===== config.mk =====
export PLATFORM = sky130hd
export DESIGN_NAME = gom_pin3_mux
export DESIGN_NICKNAME = d
export VERILOG_FILES = /design/src/design/gom_pkg.sv /design/src/design/gom_ctrl_if.sv /design/src/design/gom_ctrl_reg.sv /design/src/design/gom_pin3_mux.sv /design/src/design/gom_src_decode.sv
export SDC_FILE = /design/constraint.sdc
export NUM_CORES = 1
export LEC_CHECK = 0
export ABC_AREA = 1
export BUFFER_PORTS_ARGS = -buffer_cell sky130_fd_sc_hd__buf_2
export CORE_UTILIZATION = 35
export DETAILED_ROUTE_END_ITERATION = 8
export HOLD_SLACK_MARGIN = 0.12
export PLACE_DENSITY = 0.75
export SETUP_SLACK_MARGIN = 0.02
export SLEW_MARGIN = 5
export SYNTH_ARGS = -nofsm -noshare
export SYNTH_HDL_FRONTEND = slang
export SYNTH_SLANG_ARGS = --single-unit

===== constraint.sdc =====
create_clock -name clock -period 1.4 [get_ports clock]
set_input_delay 0.14 -clock clock [delete_from_list [all_inputs] [get_ports clock]]
set_output_delay 0.14 -clock clock [all_outputs]
set_load 0.02 [all_outputs]

===== src/design/gom_pkg.sv =====
// package: register map, field layout and selector codes of the pin 3 output multiplexer
package gom_pkg;
   localparam int unsigned NUM_RX = 4;
   localparam int unsigned NUM_TX = 2;
   localparam logic [7:0] CTRL_OFFSET = 8'h13;
   localparam logic [7:0] CTRL_RESET = 8'h00;
   localparam int unsigned SEL_MSB = 7;
   localparam int unsigned SEL_LSB = 5;
   localparam int unsigned SRC_MSB = 4;
   localparam int unsigned SRC_LSB = 2;
   localparam int unsigned VAL_BIT = 1;
   localparam int unsigned EN_BIT = 0;
   localparam logic [7:0] READ_UNMAPPED = 8'h00;
   // source codes
   localparam logic [2:0] SRC_RX0 = 3'h0;
   localparam logic [2:0] SRC_RX3 = 3'h3;
   localparam logic [2:0] SRC_DEV = 3'h4;
   localparam logic [2:0] SRC_RSVD = 3'h5;
   localparam logic [2:0] SRC_TX0 = 3'h6;
   localparam logic [2:0] SRC_TX1 = 3'h7;
   // signal select codes
   localparam logic [2:0] SEL_0 = 3'h0;
   localparam logic [2:0] SEL_1 = 3'h1;
   localparam logic [2:0] SEL_2 = 3'h2;
   localparam logic [2:0] SEL_3 = 3'h3;
   localparam logic [2:0] SEL_4 = 3'h4;
   localparam logic [2:0] SEL_5 = 3'h5;
   localparam logic [2:0] SEL_6 = 3'h6;
   localparam logic [2:0] SEL_7 = 3'h7;
   typedef enum logic [1:0] {
      GOM_KIND_RX,
      GOM_KIND_DEV,
      GOM_KIND_TX,
      GOM_KIND_NONE
   } gom_kind_type;
endpackage


===== src/design/gom_ctrl_if.sv =====
// interface: decoded control fields passed from the register to the selector
`timescale 1ns/1ps
interface gom_ctrl_if;
   import gom_pkg::*;
   logic [2:0] signal_select;
   logic [2:0] source_select;
   logic local_value;
   logic drive_enable;
   modport producer (output signal_select, output source_select, output local_value, output drive_enable);
   modport consumer (input signal_select, input source_select, input local_value, input drive_enable);
endinterface


===== src/design/gom_ctrl_reg.sv =====
// module: pin 3 output control register with its plain bus port
`timescale 1ns/1ps
module gom_ctrl_reg
   import gom_pkg::*;
(
   input wire logic clock,
   input wire logic reset,
   input wire logic [7:0] bus_addr,
   input wire logic [7:0] bus_wdata,
   input wire logic bus_write,
   input wire logic bus_read,
   output logic [7:0] bus_rdata,
   gom_ctrl_if.producer ctrl
);
   logic [7:0] ctrl_r;
   logic [7:0] ctrl_nxt;
   logic [7:0] rdata_r;
   logic [7:0] rdata_nxt;

   // write updates the whole byte; reads answer one cycle later, others read zero
   always_comb begin
      ctrl_nxt = ctrl_r;
      rdata_nxt = READ_UNMAPPED;
      if (bus_write && bus_addr == CTRL_OFFSET) begin
         ctrl_nxt = bus_wdata;
      end
      if (bus_read && bus_addr == CTRL_OFFSET) begin
         rdata_nxt = ctrl_r;
      end
   end

   always_ff @(posedge clock) begin
      if (reset) begin
         ctrl_r <= CTRL_RESET;
         rdata_r <= READ_UNMAPPED;
      end else begin
         ctrl_r <= ctrl_nxt;
         rdata_r <= rdata_nxt;
      end
   end

   // field split
   assign bus_rdata = rdata_r;
   assign ctrl.signal_select = ctrl_r[SEL_MSB:SEL_LSB];
   assign ctrl.source_select = ctrl_r[SRC_MSB:SRC_LSB];
   assign ctrl.local_value = ctrl_r[VAL_BIT];
   assign ctrl.drive_enable = ctrl_r[EN_BIT];
endmodule


===== src/design/gom_pin3_mux.sv =====
// module: top of the pin 3 output multiplexer and driver control
// Notes on behaviour
// - Source field bits 4:2 pick rx port 0-3 (000-011), device status (100), reserved (101), tx 0/1 (110/111).
// - With an rx source, select 000 and 001 give that port's received remote inputs 0 and 1.
// - With an rx source, select 010 and 011 give that port's received remote inputs 2 and 3.
// - With an rx source, select 100-111 give lock, pass, frame valid and line valid of that port.
// - With device status, select 000 gives the local value bit and 001 the or of enabled ports' lock.
// - With device status, select 100 gives the frame sync pulse and 101-111 are reserved.
// - With device status, select 010 and 011 both give the and of enabled ports' pass.
// - With a tx source, 000 gives the and and 001 the or of pass over the ports that transmitter selected.
// - With a tx source, 010 gives its frame valid and 011 its line valid.
// - With a tx source, 100 gives its multi-port synchronized indication.
// - With a tx source, 101 gives that transmitter's interrupt and 110-111 are reserved.
// - Bit 1 is the pin level whenever the local value is routed out and bit 0 is set.
// - The pin is driven only while bit 0 is set; otherwise the driver is off.
`timescale 1ns/1ps
module gom_pin3_mux
   import gom_pkg::*;
(
   input wire logic clock,
   input wire logic reset,
   input wire logic [7:0] bus_addr,
   input wire logic [7:0] bus_wdata,
   input wire logic bus_write,
   input wire logic bus_read,
   output logic [7:0] bus_rdata,
   input wire logic [NUM_RX*4-1:0] rx_remote_input,
   input wire logic [NUM_RX-1:0] rx_lock,
   input wire logic [NUM_RX-1:0] rx_pass,
   input wire logic [NUM_RX-1:0] rx_frame_valid,
   input wire logic [NUM_RX-1:0] rx_line_valid,
   input wire logic [NUM_RX-1:0] rx_port_enabled,
   input wire logic frame_sync_pulse,
   input wire logic [NUM_TX*NUM_RX-1:0] tx_port_select,
   input wire logic [NUM_TX-1:0] tx_frame_valid,
   input wire logic [NUM_TX-1:0] tx_line_valid,
   input wire logic [NUM_TX-1:0] tx_synchronized,
   input wire logic [NUM_TX-1:0] tx_interrupt,
   input wire logic pin3_in,
   output logic pin3_out,
   output logic pin3_oe
);
   gom_ctrl_if ctrl_bus ();
   gom_kind_type kind;
   logic [1:0] rx_index;
   logic tx_index;
   logic [NUM_TX-1:0] tx_pass_and;
   logic [NUM_TX-1:0] tx_pass_or;
   logic dev_lock_or;
   logic dev_pass_and;
   logic level_nxt;
   logic oe_nxt;
   logic out_r;
   logic oe_r;

   gom_ctrl_reg u_reg (
      .clock(clock),
      .reset(reset),
      .bus_addr(bus_addr),
      .bus_wdata(bus_wdata),
      .bus_write(bus_write),
      .bus_read(bus_read),
      .bus_rdata(bus_rdata),
      .ctrl(ctrl_bus.producer)
   );

   gom_src_decode u_dec (
      .ctrl(ctrl_bus.consumer),
      .kind(kind),
      .rx_index(rx_index),
      .tx_index(tx_index)
   );

   // device status: only enabled ports take part; no enabled port gives or=0, and=1
   assign dev_lock_or = |(rx_lock & rx_port_enabled);
   assign dev_pass_and = &(rx_pass | ~rx_port_enabled);

   // per transmitter pass summary over its selected receive ports
   genvar t;
   generate
      for (t = 0; t < NUM_TX; t++) begin : g_tx
         assign tx_pass_and[t] = &(rx_pass | ~tx_port_select[t*NUM_RX +: NUM_RX]);
         assign tx_pass_or[t] = |(rx_pass & tx_port_select[t*NUM_RX +: NUM_RX]);
      end
   endgenerate

   // output selection; default low covers every reserved code
   always_comb begin
      level_nxt = 1'b0;
      oe_nxt = ctrl_bus.drive_enable;
      unique case (kind)
         GOM_KIND_RX: begin
            unique case (ctrl_bus.signal_select)
               SEL_0, SEL_1: level_nxt = rx_remote_input[{rx_index, ctrl_bus.signal_select[1:0]}];
               SEL_2, SEL_3: level_nxt = rx_remote_input[{rx_index, ctrl_bus.signal_select[1:0]}];
               SEL_4: level_nxt = rx_lock[rx_index];
               SEL_5: level_nxt = rx_pass[rx_index];
               SEL_6: level_nxt = rx_frame_valid[rx_index];
               SEL_7: level_nxt = rx_line_valid[rx_index];
            endcase
         end
         GOM_KIND_DEV: begin
            unique case (ctrl_bus.signal_select)
               SEL_0: level_nxt = ctrl_bus.local_value;
               SEL_1: level_nxt = dev_lock_or;
               SEL_2, SEL_3: level_nxt = dev_pass_and;
               SEL_4: level_nxt = frame_sync_pulse;
               default: level_nxt = 1'b0;
            endcase
         end
         GOM_KIND_TX: begin
            unique case (ctrl_bus.signal_select)
               SEL_0: level_nxt = tx_pass_and[tx_index];
               SEL_1: level_nxt = tx_pass_or[tx_index];
               SEL_2: level_nxt = tx_frame_valid[tx_index];
               SEL_3: level_nxt = tx_line_valid[tx_index];
               SEL_4: level_nxt = tx_synchronized[tx_index];
               SEL_5: level_nxt = tx_interrupt[tx_index];
               default: level_nxt = 1'b0;
            endcase
         end
         default: level_nxt = 1'b0;
      endcase
      // driver off means no level is presented either
      if (!ctrl_bus.drive_enable) begin
         level_nxt = 1'b0;
      end
   end

   // registered pin outputs: one cycle of latency keeps the pad glitch free
   always_ff @(posedge clock) begin
      if (reset) begin
         out_r <= 1'b0;
         oe_r <= 1'b0;
      end else begin
         out_r <= level_nxt;
         oe_r <= oe_nxt;
      end
   end

   assign pin3_out = out_r;
   assign pin3_oe = oe_r;
endmodule


===== src/design/gom_src_decode.sv =====
// module: decodes the source field into a source kind and port index
`timescale 1ns/1ps
module gom_src_decode
   import gom_pkg::*;
(
   gom_ctrl_if.consumer ctrl,
   output gom_kind_type kind,
   output logic [1:0] rx_index,
   output logic tx_index
);
   // source code map; 101 falls to the none kind
   always_comb begin
      kind = GOM_KIND_NONE;
      rx_index = ctrl.source_select[1:0];
      tx_index = ctrl.source_select[0];
      if (ctrl.source_select <= SRC_RX3) begin
         kind = GOM_KIND_RX;
      end else if (ctrl.source_select == SRC_DEV) begin
         kind = GOM_KIND_DEV;
      end else if (ctrl.source_select == SRC_TX0 || ctrl.source_select == SRC_TX1) begin
         kind = GOM_KIND_TX;
      end
   end
endmodule


* Word-level counts from Yosys, hierarchy flattened *
Cells that the tools add are included.

storage, ports and cells
  register bits = 18
  bits of input ports = 74
  output and inout bits = 10
  logic and storage cells = 76

operators by class
  order comparisons = 4
  bitwise gates (word level) = 11
  reduce and logical (&&, ||, !) cells = 15
  multiplexer cells = 29
  eq/ne operators = 13

operator list
  kind                                                                          count
  3-bit == test, second input constant                                          7
  1-bit 2-to-1 mux                                                              18
  4-bit OR reduction                                                            4
  4-bit bitwise AND                                                             3
  4-bit NOT                                                                     3
  4-bit OR                                                                      3
  4-bit AND reduction                                                           3
  1-bit binary-select mux with 2-bit select                                     4
  8-bit by 5-bit == test with 1-bit output, second input constant               1
  3-bit by 2-bit == test with 1-bit output, second input constant               2
  1-bit case mux with 6 select lines                                            1
  2-bit OR reduction                                                            3
  4-bit by 5-bit less-than comparator with 1-bit output, second input constant  1
  1-bit case mux with 5 select lines                                            1
  1-bit binary-select mux with 4-bit select                                     1
  2-bit 2-to-1 mux                                                              2
  1-bit case mux with 4 select lines                                            1
  3-bit by 1-bit == test with 1-bit output, second input constant               1
  3-bit by 2-bit <= comparator with 1-bit output, second input constant         1
  3-bit logical NOT                                                             1
  2-bit by 3-bit less-than comparator with 1-bit output, second input constant  1
  1-bit case mux with 3 select lines                                            1
  2-bit by 1-bit == test with 1-bit output, second input constant               1
  2-bit == test, second input constant                                          1
  other kinds (5)                                                               7

* Logic depth before layout (Yosys ltp) *
Gate-level depths: netlist of run 1.

  depth in word-level cells = 7
  depth in mapped cells = 12
  gate-level depth less buffers = 11

* By module *
Synthesis of run 1 repeated with hierarchy kept, for this count alone.

unflattened totals
  cells, all modules = 276
  area total of the unflattened synthesis = 1448.9 µm²

modules (own cells, without submodules)
  module          area each (µm²)  cells each  instances
  gom_pin3_mux    807.0            190         1
  gom_ctrl_reg    604.3            79          1
  gom_src_decode  37.5             7           1

* Least setup slack after synthesis of run 1 *
No wires, ideal clock.

  kind = register to register
  start point = reg u_reg.ctrl_r[2]
  end point = reg out_r (netlist: pin3_out)
  slack = 0.171 ns
  arrival time = 1.110 ns
  period minus slack after synthesis = 1.229 ns
  stages on the path, launching flop included = 12
  setup time = 0.120 ns
  buffers on the path = 2
  data required time = 1.280 ns
  cell sequence = dfxtp_1 -> buf_6 -> inv_2 -> buf_6 -> nand2_1 -> nand2_1 -> nand3_1 -> nand2_1 -> nor2_1 -> nand3_1 -> a21oi_1 -> a21oi_1

between the ends
  word-level cells in the longest chain between the ends = 7
  elaborated cells between the ends (all ways) = 36
  those cells by class = 1 x order compare; 5 x eq/ne; 28 x mux; 2 x reduce/logical

RTL lines
  item                                         RTL line              text
  start, declared                              gom_ctrl_reg.sv:15    logic [7:0] ctrl_r;
  start signal, assigned                       gom_ctrl_reg.sv:37    ctrl_r <= ctrl_nxt;
  3-bit == test                                gom_src_decode.sv:20  end else if (ctrl.source_select == SRC_TX0 || ctrl.source_select == SRC_TX1) begin
  1-bit logical OR                             gom_src_decode.sv:20
  1-bit 2-to-1 mux                             gom_src_decode.sv:20
  2-bit 2-to-1 mux                             gom_src_decode.sv:18  end else if (ctrl.source_select == SRC_DEV) begin
  2-bit 2-to-1 mux                             gom_src_decode.sv:16  if (ctrl.source_select <= SRC_RX3) begin
  2-bit == test, or another cell as far along  gom_pin3_mux.sv:91    unique case (kind)
  1-bit case mux with 3 select lines *         gom_pin3_mux.sv:91
  end signal, assigned                         gom_pin3_mux.sv:136   out_r <= level_nxt;
  end, declared                                gom_pin3_mux.sv:53    logic out_r;

Every way passes the cells marked *; elsewhere a longest branch is shown, timed or not. The select of a mux whose other input is x is not followed.
A chain may end at the register's enable or synchronous reset.

* Final worst setup path of run 1 *
  start point = reg u_reg.ctrl_r[5]
  end point = reg out_r (netlist: pin3_out)

between the ends
  word-level cells in the longest chain between the ends = 4
  elaborated cells between the ends (all ways) = 16
  those cells by class = 7 x eq/ne; 6 x mux; 3 x reduce/logical

RTL lines
  item                                                                                             RTL line
  1-bit binary-select mux with 4-bit select, or another cell as far along                          gom_pin3_mux.sv:94, gom_pin3_mux.sv:95
  1-bit 2-to-1 mux (implied by the code), or another cell as far along                             gom_pin3_mux.sv:94, gom_pin3_mux.sv:95
  1-bit case mux with 5 select lines / 1-bit case mux with 4 select lines (equally long branches)  gom_pin3_mux.sv:93, gom_pin3_mux.sv:103
  1-bit case mux with 3 select lines *                                                             gom_pin3_mux.sv:91

Marked as above.

==> run_results.csv, run 1 <==
group,metric,value,unit
power_and_ir_drop,power.internal,0.870,mW
logic_synthesis,syn_avg_cell_area,5.51,um^2
sta,period_share,90.1,%
power_and_ir_drop,vdd_drop_max,612,uV
floorplan,die_area,3930,um^2
cells_and_area,multi_input_area,786,um^2
run_status,status,"completed",
route,wl_met2,1760,um
cells_and_area,drive_gt1_share,33.3,%
hold_path,hp-class,"primary input to flip-flop",
route,route.met3.wl,339,um
global_route,grt_max_degree,15,
clocking,clock-sinks,18,
cells_and_area,antenna_cells,0,
sta,hold_slack,0.169,ns
logic_synthesis,ys_seq_area_share,27.9,%
sta,finalSetupViolCount,0,
global_route,grt_overflow,0,
logic_synthesis,synth_cell_type_count,19,
clocking,htree_levels,1,
route,vias,1680,
route,drt-met1-wl,1540,um
place,gp_congestion,0.830,
clocking,cts_buffer_depth,2,
logic_synthesis,synthCells,234,
flow_run,drv_cap,0,
route,via_per_inst,4.54,
sta,slew_viol_final,0,
power_and_ir_drop,powerDensity,598,nW/um^2
logic_synthesis,syn_nets,308,
route,first_pass_iters,4,
global_route,antenna_found_initial,0,
place,port_buffers,82,
route,wl_per_cell,9.95,um
clocking,clk_latency,0.25,ns
logic_synthesis,ys_warn_count,0,
sta,min_period,1.26,ns
power_and_ir_drop,leakagePower,1.08,nW
cells_and_area,most-common-layout-cells,"106 x nand2_1, 82 x buf_2, 23 x nor2_1",
route,drcViolationCount,0,
route,ant_nets,0,
sta,tns,0,ns
floorplan,die_x,62.7,um
clocking,clkSlewWorstSetupHoldPaths,0.06,ns
cells_and_area,final_common_cell,"nand2_1",
clocking,cts-root-buf,"clkbuf_8",
setup_path,critPathRequiredTime,1.54,ns
logic_synthesis,ys_ff_latch,18,
setup_path,crit_fanout,4,
power_and_ir_drop,pwr-share-comb,17.7,%
floorplan,rows,21,
setup_path,endpoint_kind,"flip-flop",
floorplan,core_area,3440,um^2
clocking,cts_setup_buffers,0,
power_and_ir_drop,switching_share,22.5,%
route,routed.top_layer,"met4",
floorplan,initial_core_util,37.5,%
power_and_ir_drop,p_clk_share,36.7,%
power_and_ir_drop,power_frac_seq,45.6,%
logic_synthesis,syn_area,1290,um^2
cells_and_area,nNetsFinal,399,
cells_and_area,syn2layout_area_growth,45.6,%
sta,tightest_slew,0.315,ns
cells_and_area,fillCellCount,358,
floorplan,die_y,62.7,um
setup_path,crit_type,"flip-flop to flip-flop",
global_route,grt_pass1_wl,6090,um
global_route,grt_pass1_vias,1549,
setup_path,start_kind,"flip-flop",
sta,rsz0062_at_grt,"false",
sta,clock-skew-final,0.000829,ns
sta,hold_viol,0,
clocking,cts_tree,"yes",
place,place_hpwl,3020,um
route,wirelength,3680,um
sta,maxSlewHeadroom,78.9,%
cells_and_area,regArea,368,um^2
floorplan,ios,84,
setup_path,cp.arrival,1.41,ns
route,dr.first_iter.drc_count,122,
global_route,track_usage,19.2,%
clocking,numCtsBuffers,3,
power_and_ir_drop,switchingPower,0.252,mW
sta,max_freq,0.793,GHz
## critical path, cell delays in order (launching register included)
cell,delay (ns)
dfxtp_2,0.35
buf_12,0.13
nand2_1,0.09
inv_2,0.06
nand2_1,0.05
nand2_1,0.04
nor2_1,0.08
nor2_1,0.04
nor2_1,0.11
nand2_1,0.06
nand3_1,0.07
a21oi_1,0.06
## what timing repair did
item                                   CTS  global route
setup endpoints to repair                0             1
endpoints found under the hold margin    1             0
gates resized for setup                  0            11
hold buffers                             1             0
## flip-flops by register name, summed over array words and instances (netlist names)
| signal | cells |
|---|---|
| u_reg.bus_rdata | 8 |
| pin3_out | 1 |
| u_reg.ctrl_r | 8 |
| pin3_oe | 1 |
## layer usage
metal	vias to the layer above	GRT usage (%)
met5	-	0
met4	0	8.14
met3	6	4.01
met2	68	34.9
met1	699	21.2
li1	907	-
## layout make-up
cell class / count / share of cell area (%)
Sequential cell: 18 / 19.6
Tap cell: 46 / 3.06
Timing Repair Buffer: 93 / 27.2
Inverter: 26 / 5.33
Multi-Input combinational cell: 183 / 41.8
Clock buffer: 4 / 2.93
## stage by stage
stage / total power [mW] / instances / worst slack [ns] / utilization, % / area [um^2]
finish: 1.12 / 370 / 0.138 / 54.6 / 1880
global route: 1.19 / 370 / 0.0290 / 54.6 / 1880
CTS: 1.14 / 370 / 0.0491 / 54.0 / 1860
detailed placement: 0.720 / 365 / 0.0555 / 52.1 / 1790
global placement: 0.719 / 365 / 0.0698 / 52.1 / 1790
floorplan: 0.599 / 234 / 0.171 / - / 1290
## cell families after synthesis
kind of cell | share of synthesized area [%]
and+or+nand+nor | 49.1
buffers and inverters | 11.5
AOI/OAI and AO/OA | 11.4
DFF | 27.9
## power by group through the flow
stage | clock [mW] | sequential (mW) | combinational (mW)
after detailed placement | 0 | 0.525 | 0.195
after global placement | 0 | 0.525 | 0.194
after CTS | 0.423 | 0.513 | 0.199
after global routing | 0.448 | 0.511 | 0.228
final | 0.412 | 0.511 | 0.199
after floorplan | 0 | 0.524 | 0.0741
## final timing paths
kind	slack, ns	endpoint	cells after the start	start
min	0.17	u_reg.ctrl_r[6]$_SDFFE_PP0P_	3	bus_wdata[6]
min reg2reg	0.47	u_reg.bus_rdata[0]$_SDFF_PP0_	2	u_reg.ctrl_r[0]$_SDFFE_PP0P_
max reg2reg	0.14	pin3_out$_SDFF_PP0_	11	u_reg.ctrl_r[5]$_SDFFE_PP0P_
max	0.14	pin3_out$_SDFF_PP0_	11	u_reg.ctrl_r[5]$_SDFFE_PP0P_
## synth_stat cells, drive strengths merged
master | count | share of area (%)
nand3 | 16 | 6.2
nor2 | 25 | 8.1
o21ai | 9 | 3.5
clkbuf | 1 | 0.29
dfxtp | 18 | 28
buf | 6 | 3.7
nand3b | 2 | 1.2
o211ai | 1 | 0.58
inv | 26 | 7.6
nor3 | 1 | 0.39
a21oi | 19 | 7.4
nor4 | 1 | 0.97
nand2 | 106 | 31
nand4 | 3 | 1.5
Power figures use the tool's default switching activity.
==> inputs of run 2 (changes only) <==
CORE_MARGIN = 10   (was unset)
clock period = 1.5 ns   (was 1.4 ns; I/O delays follow)
==> run 2 against run 1 <==
Net effect:
- worst setup slack better by 0.074 ns
- count of clock-buffer cells in the layout unchanged
- combinational power decreased by 9%
- first-iteration DRC count fell by 48%
- sequential share of layout area up 0.49 points
- maximum frequency shrank 2.0%
- critical endpoint unchanged
==> run_results.csv, run 2 (same netlist as run 1, synthesis figures left out) <==
group,metric,value,unit
sta,min_period,1.29,ns
clocking,clkSlewWorstSetupHoldPaths,0.07,ns
sta,tns,0,ns
route,first_pass_iters,4,
place,place_hpwl,3740,um
global_route,track_usage,13.1,%
setup_path,critPathRequiredTime,1.64,ns
setup_path,cp.arrival,1.43,ns
sta,finalSetupViolCount,0,
route,ant_nets,0,
clocking,cts_buffer_depth,2,
route,drcViolationCount,0,
setup_path,crit_fanout,4,
place,placed_area,1750,um^2
cells_and_area,antenna_cells,0,
setup_path,crit_type,"flip-flop to flip-flop",
route,vias,1680,
route,dr.first_iter.drc_count,63,
sta,maxSlewHeadroom,77.4,%
hold_path,hp-class,"primary input to flip-flop",
place,port_buffers,82,
sta,tightest_slew,0.338,ns
setup_path,start_kind,"flip-flop",
cells_and_area,syn2layout_area_growth,42.5,%
floorplan,initial_core_util,37.5,%
setup_path,endpoint_kind,"flip-flop",
clocking,htree_levels,1,
global_route,grt_pass1_wl,7250,um
cells_and_area,most-common-layout-cells,"105 x nand2_1, 82 x buf_2, 23 x nor2_1, 23 x inv_1, 19 x a21oi_1",
cells_and_area,nNetsFinal,395,
power_and_ir_drop,vdd_drop_max,462,uV
cells_and_area,fin_area,1840,um^2
power_and_ir_drop,total_power,1.04,mW
place,gp_congestion,0.881,
flow_run,drv_cap,0,
floorplan,die_x,80.7,um
sta,slew_viol_final,0,
clocking,clock-sinks,18,
clocking,cts-root-buf,"clkbuf_8",
cells_and_area,drive_gt1_share,31.9,%
power_and_ir_drop,powerDensity,565,nW/um^2
floorplan,rows,21,
sta,max_freq,0.777,GHz
floorplan,die_y,80.7,um
global_route,antenna_found_initial,0,
floorplan,ios,84,
sta,rsz0062_at_grt,"false",
cells_and_area,final_common_cell,"nand2_1",
sta,clock-skew-final,0.00416,ns
clocking,numCtsBuffers,3,
floorplan,die_area,6510,um^2
clocking,clk_latency,0.25,ns
sta,hold_viol,0,
global_route,grt_max_degree,15,
run_status,status,"completed",
global_route,grt_pass1_vias,1747,
sta,hold_slack,0.192,ns
route,via_per_inst,4.59,
sta,period_share,85.8,%
route,wirelength,4260,um
cells_and_area,post-route-util,53.4,%
cells_and_area,fillCellCount,388,
global_route,grt_overflow,0,
power_and_ir_drop,leakagePower,1.06,nW
clocking,cts_tree,"yes",
floorplan,core_area,3440,um^2
route,wl_per_cell,11.6,um
-- run 2: worst paths after layout --
path	from	end	slack (ns)	depth (start not counted)
worst max register to register	u_reg.ctrl_r[6]$_SDFFE_PP0P_	pin3_out$_SDFF_PP0_	0.21	11
worst min register to register	u_reg.ctrl_r[0]$_SDFFE_PP0P_	u_reg.bus_rdata[0]$_SDFF_PP0_	0.47	2
worst max-delay path	u_reg.ctrl_r[6]$_SDFFE_PP0P_	pin3_out$_SDFF_PP0_	0.21	11
worst min-delay path	bus_wdata[7]	u_reg.ctrl_r[7]$_SDFFE_PP0P_	0.19	3
-- run 2: power by group --
group	switching [mW]	total (mW)	internal (mW)	leakage [nW]
logic	0.0818	0.182	0.100	0.885
registers	0.000734	0.476	0.475	0.147
clock network	0.149	0.382	0.233	0.0288
-- run 2: what timing repair did --
action,CTS,global route
gates resized for setup,0,10
endpoints found under the hold margin,1,0
setup buffers,0,0
hold buffers,1,0
setup endpoints to repair,0,1
-- run 2: worst max-delay path, stage by stage (launching register included) --
cell and delay, ns:
dfxtp_2 0.35, buf_4 0.15, nand2_2 0.09, inv_1 0.06, nand2_1 0.05, nand2_1 0.05
nor2_1 0.09, nor2_1 0.04, nor2_1 0.11, nand2_1 0.06, nand3_1 0.06, a21oi_1 0.06
-- run 2: layer usage --
layer / track usage, % / vias up / wire (um)
li1: - / 904 / -
met1: 14.0 / 709 / 1740
met2: 22.1 / 63 / 1840
met3: 7.80 / 4 / 660
met4: 2.42 / 0 / 23
met5: 0 / - / 0
-- run 2: area by class of cell --
cell class              instances  area, um^2  share of cell area, %
multi-input cells             183         788                   42.9
well taps                      46        57.6                   3.13
repair buffers                 89         465                   25.3
inverters                      26         103                   5.58
flip-flops and latches         18         369                   20.1
clock buffers                   4        55.1                   3.00
-- run 2: through the flow --
stage / setup WS, ns / cells
floorplan: 0.271 / 234
global placement: 0.0940 / 361
detailed placement: 0.0749 / 361
CTS: 0.0674 / 366
global route: 0.0301 / 366
finish: 0.212 / 366
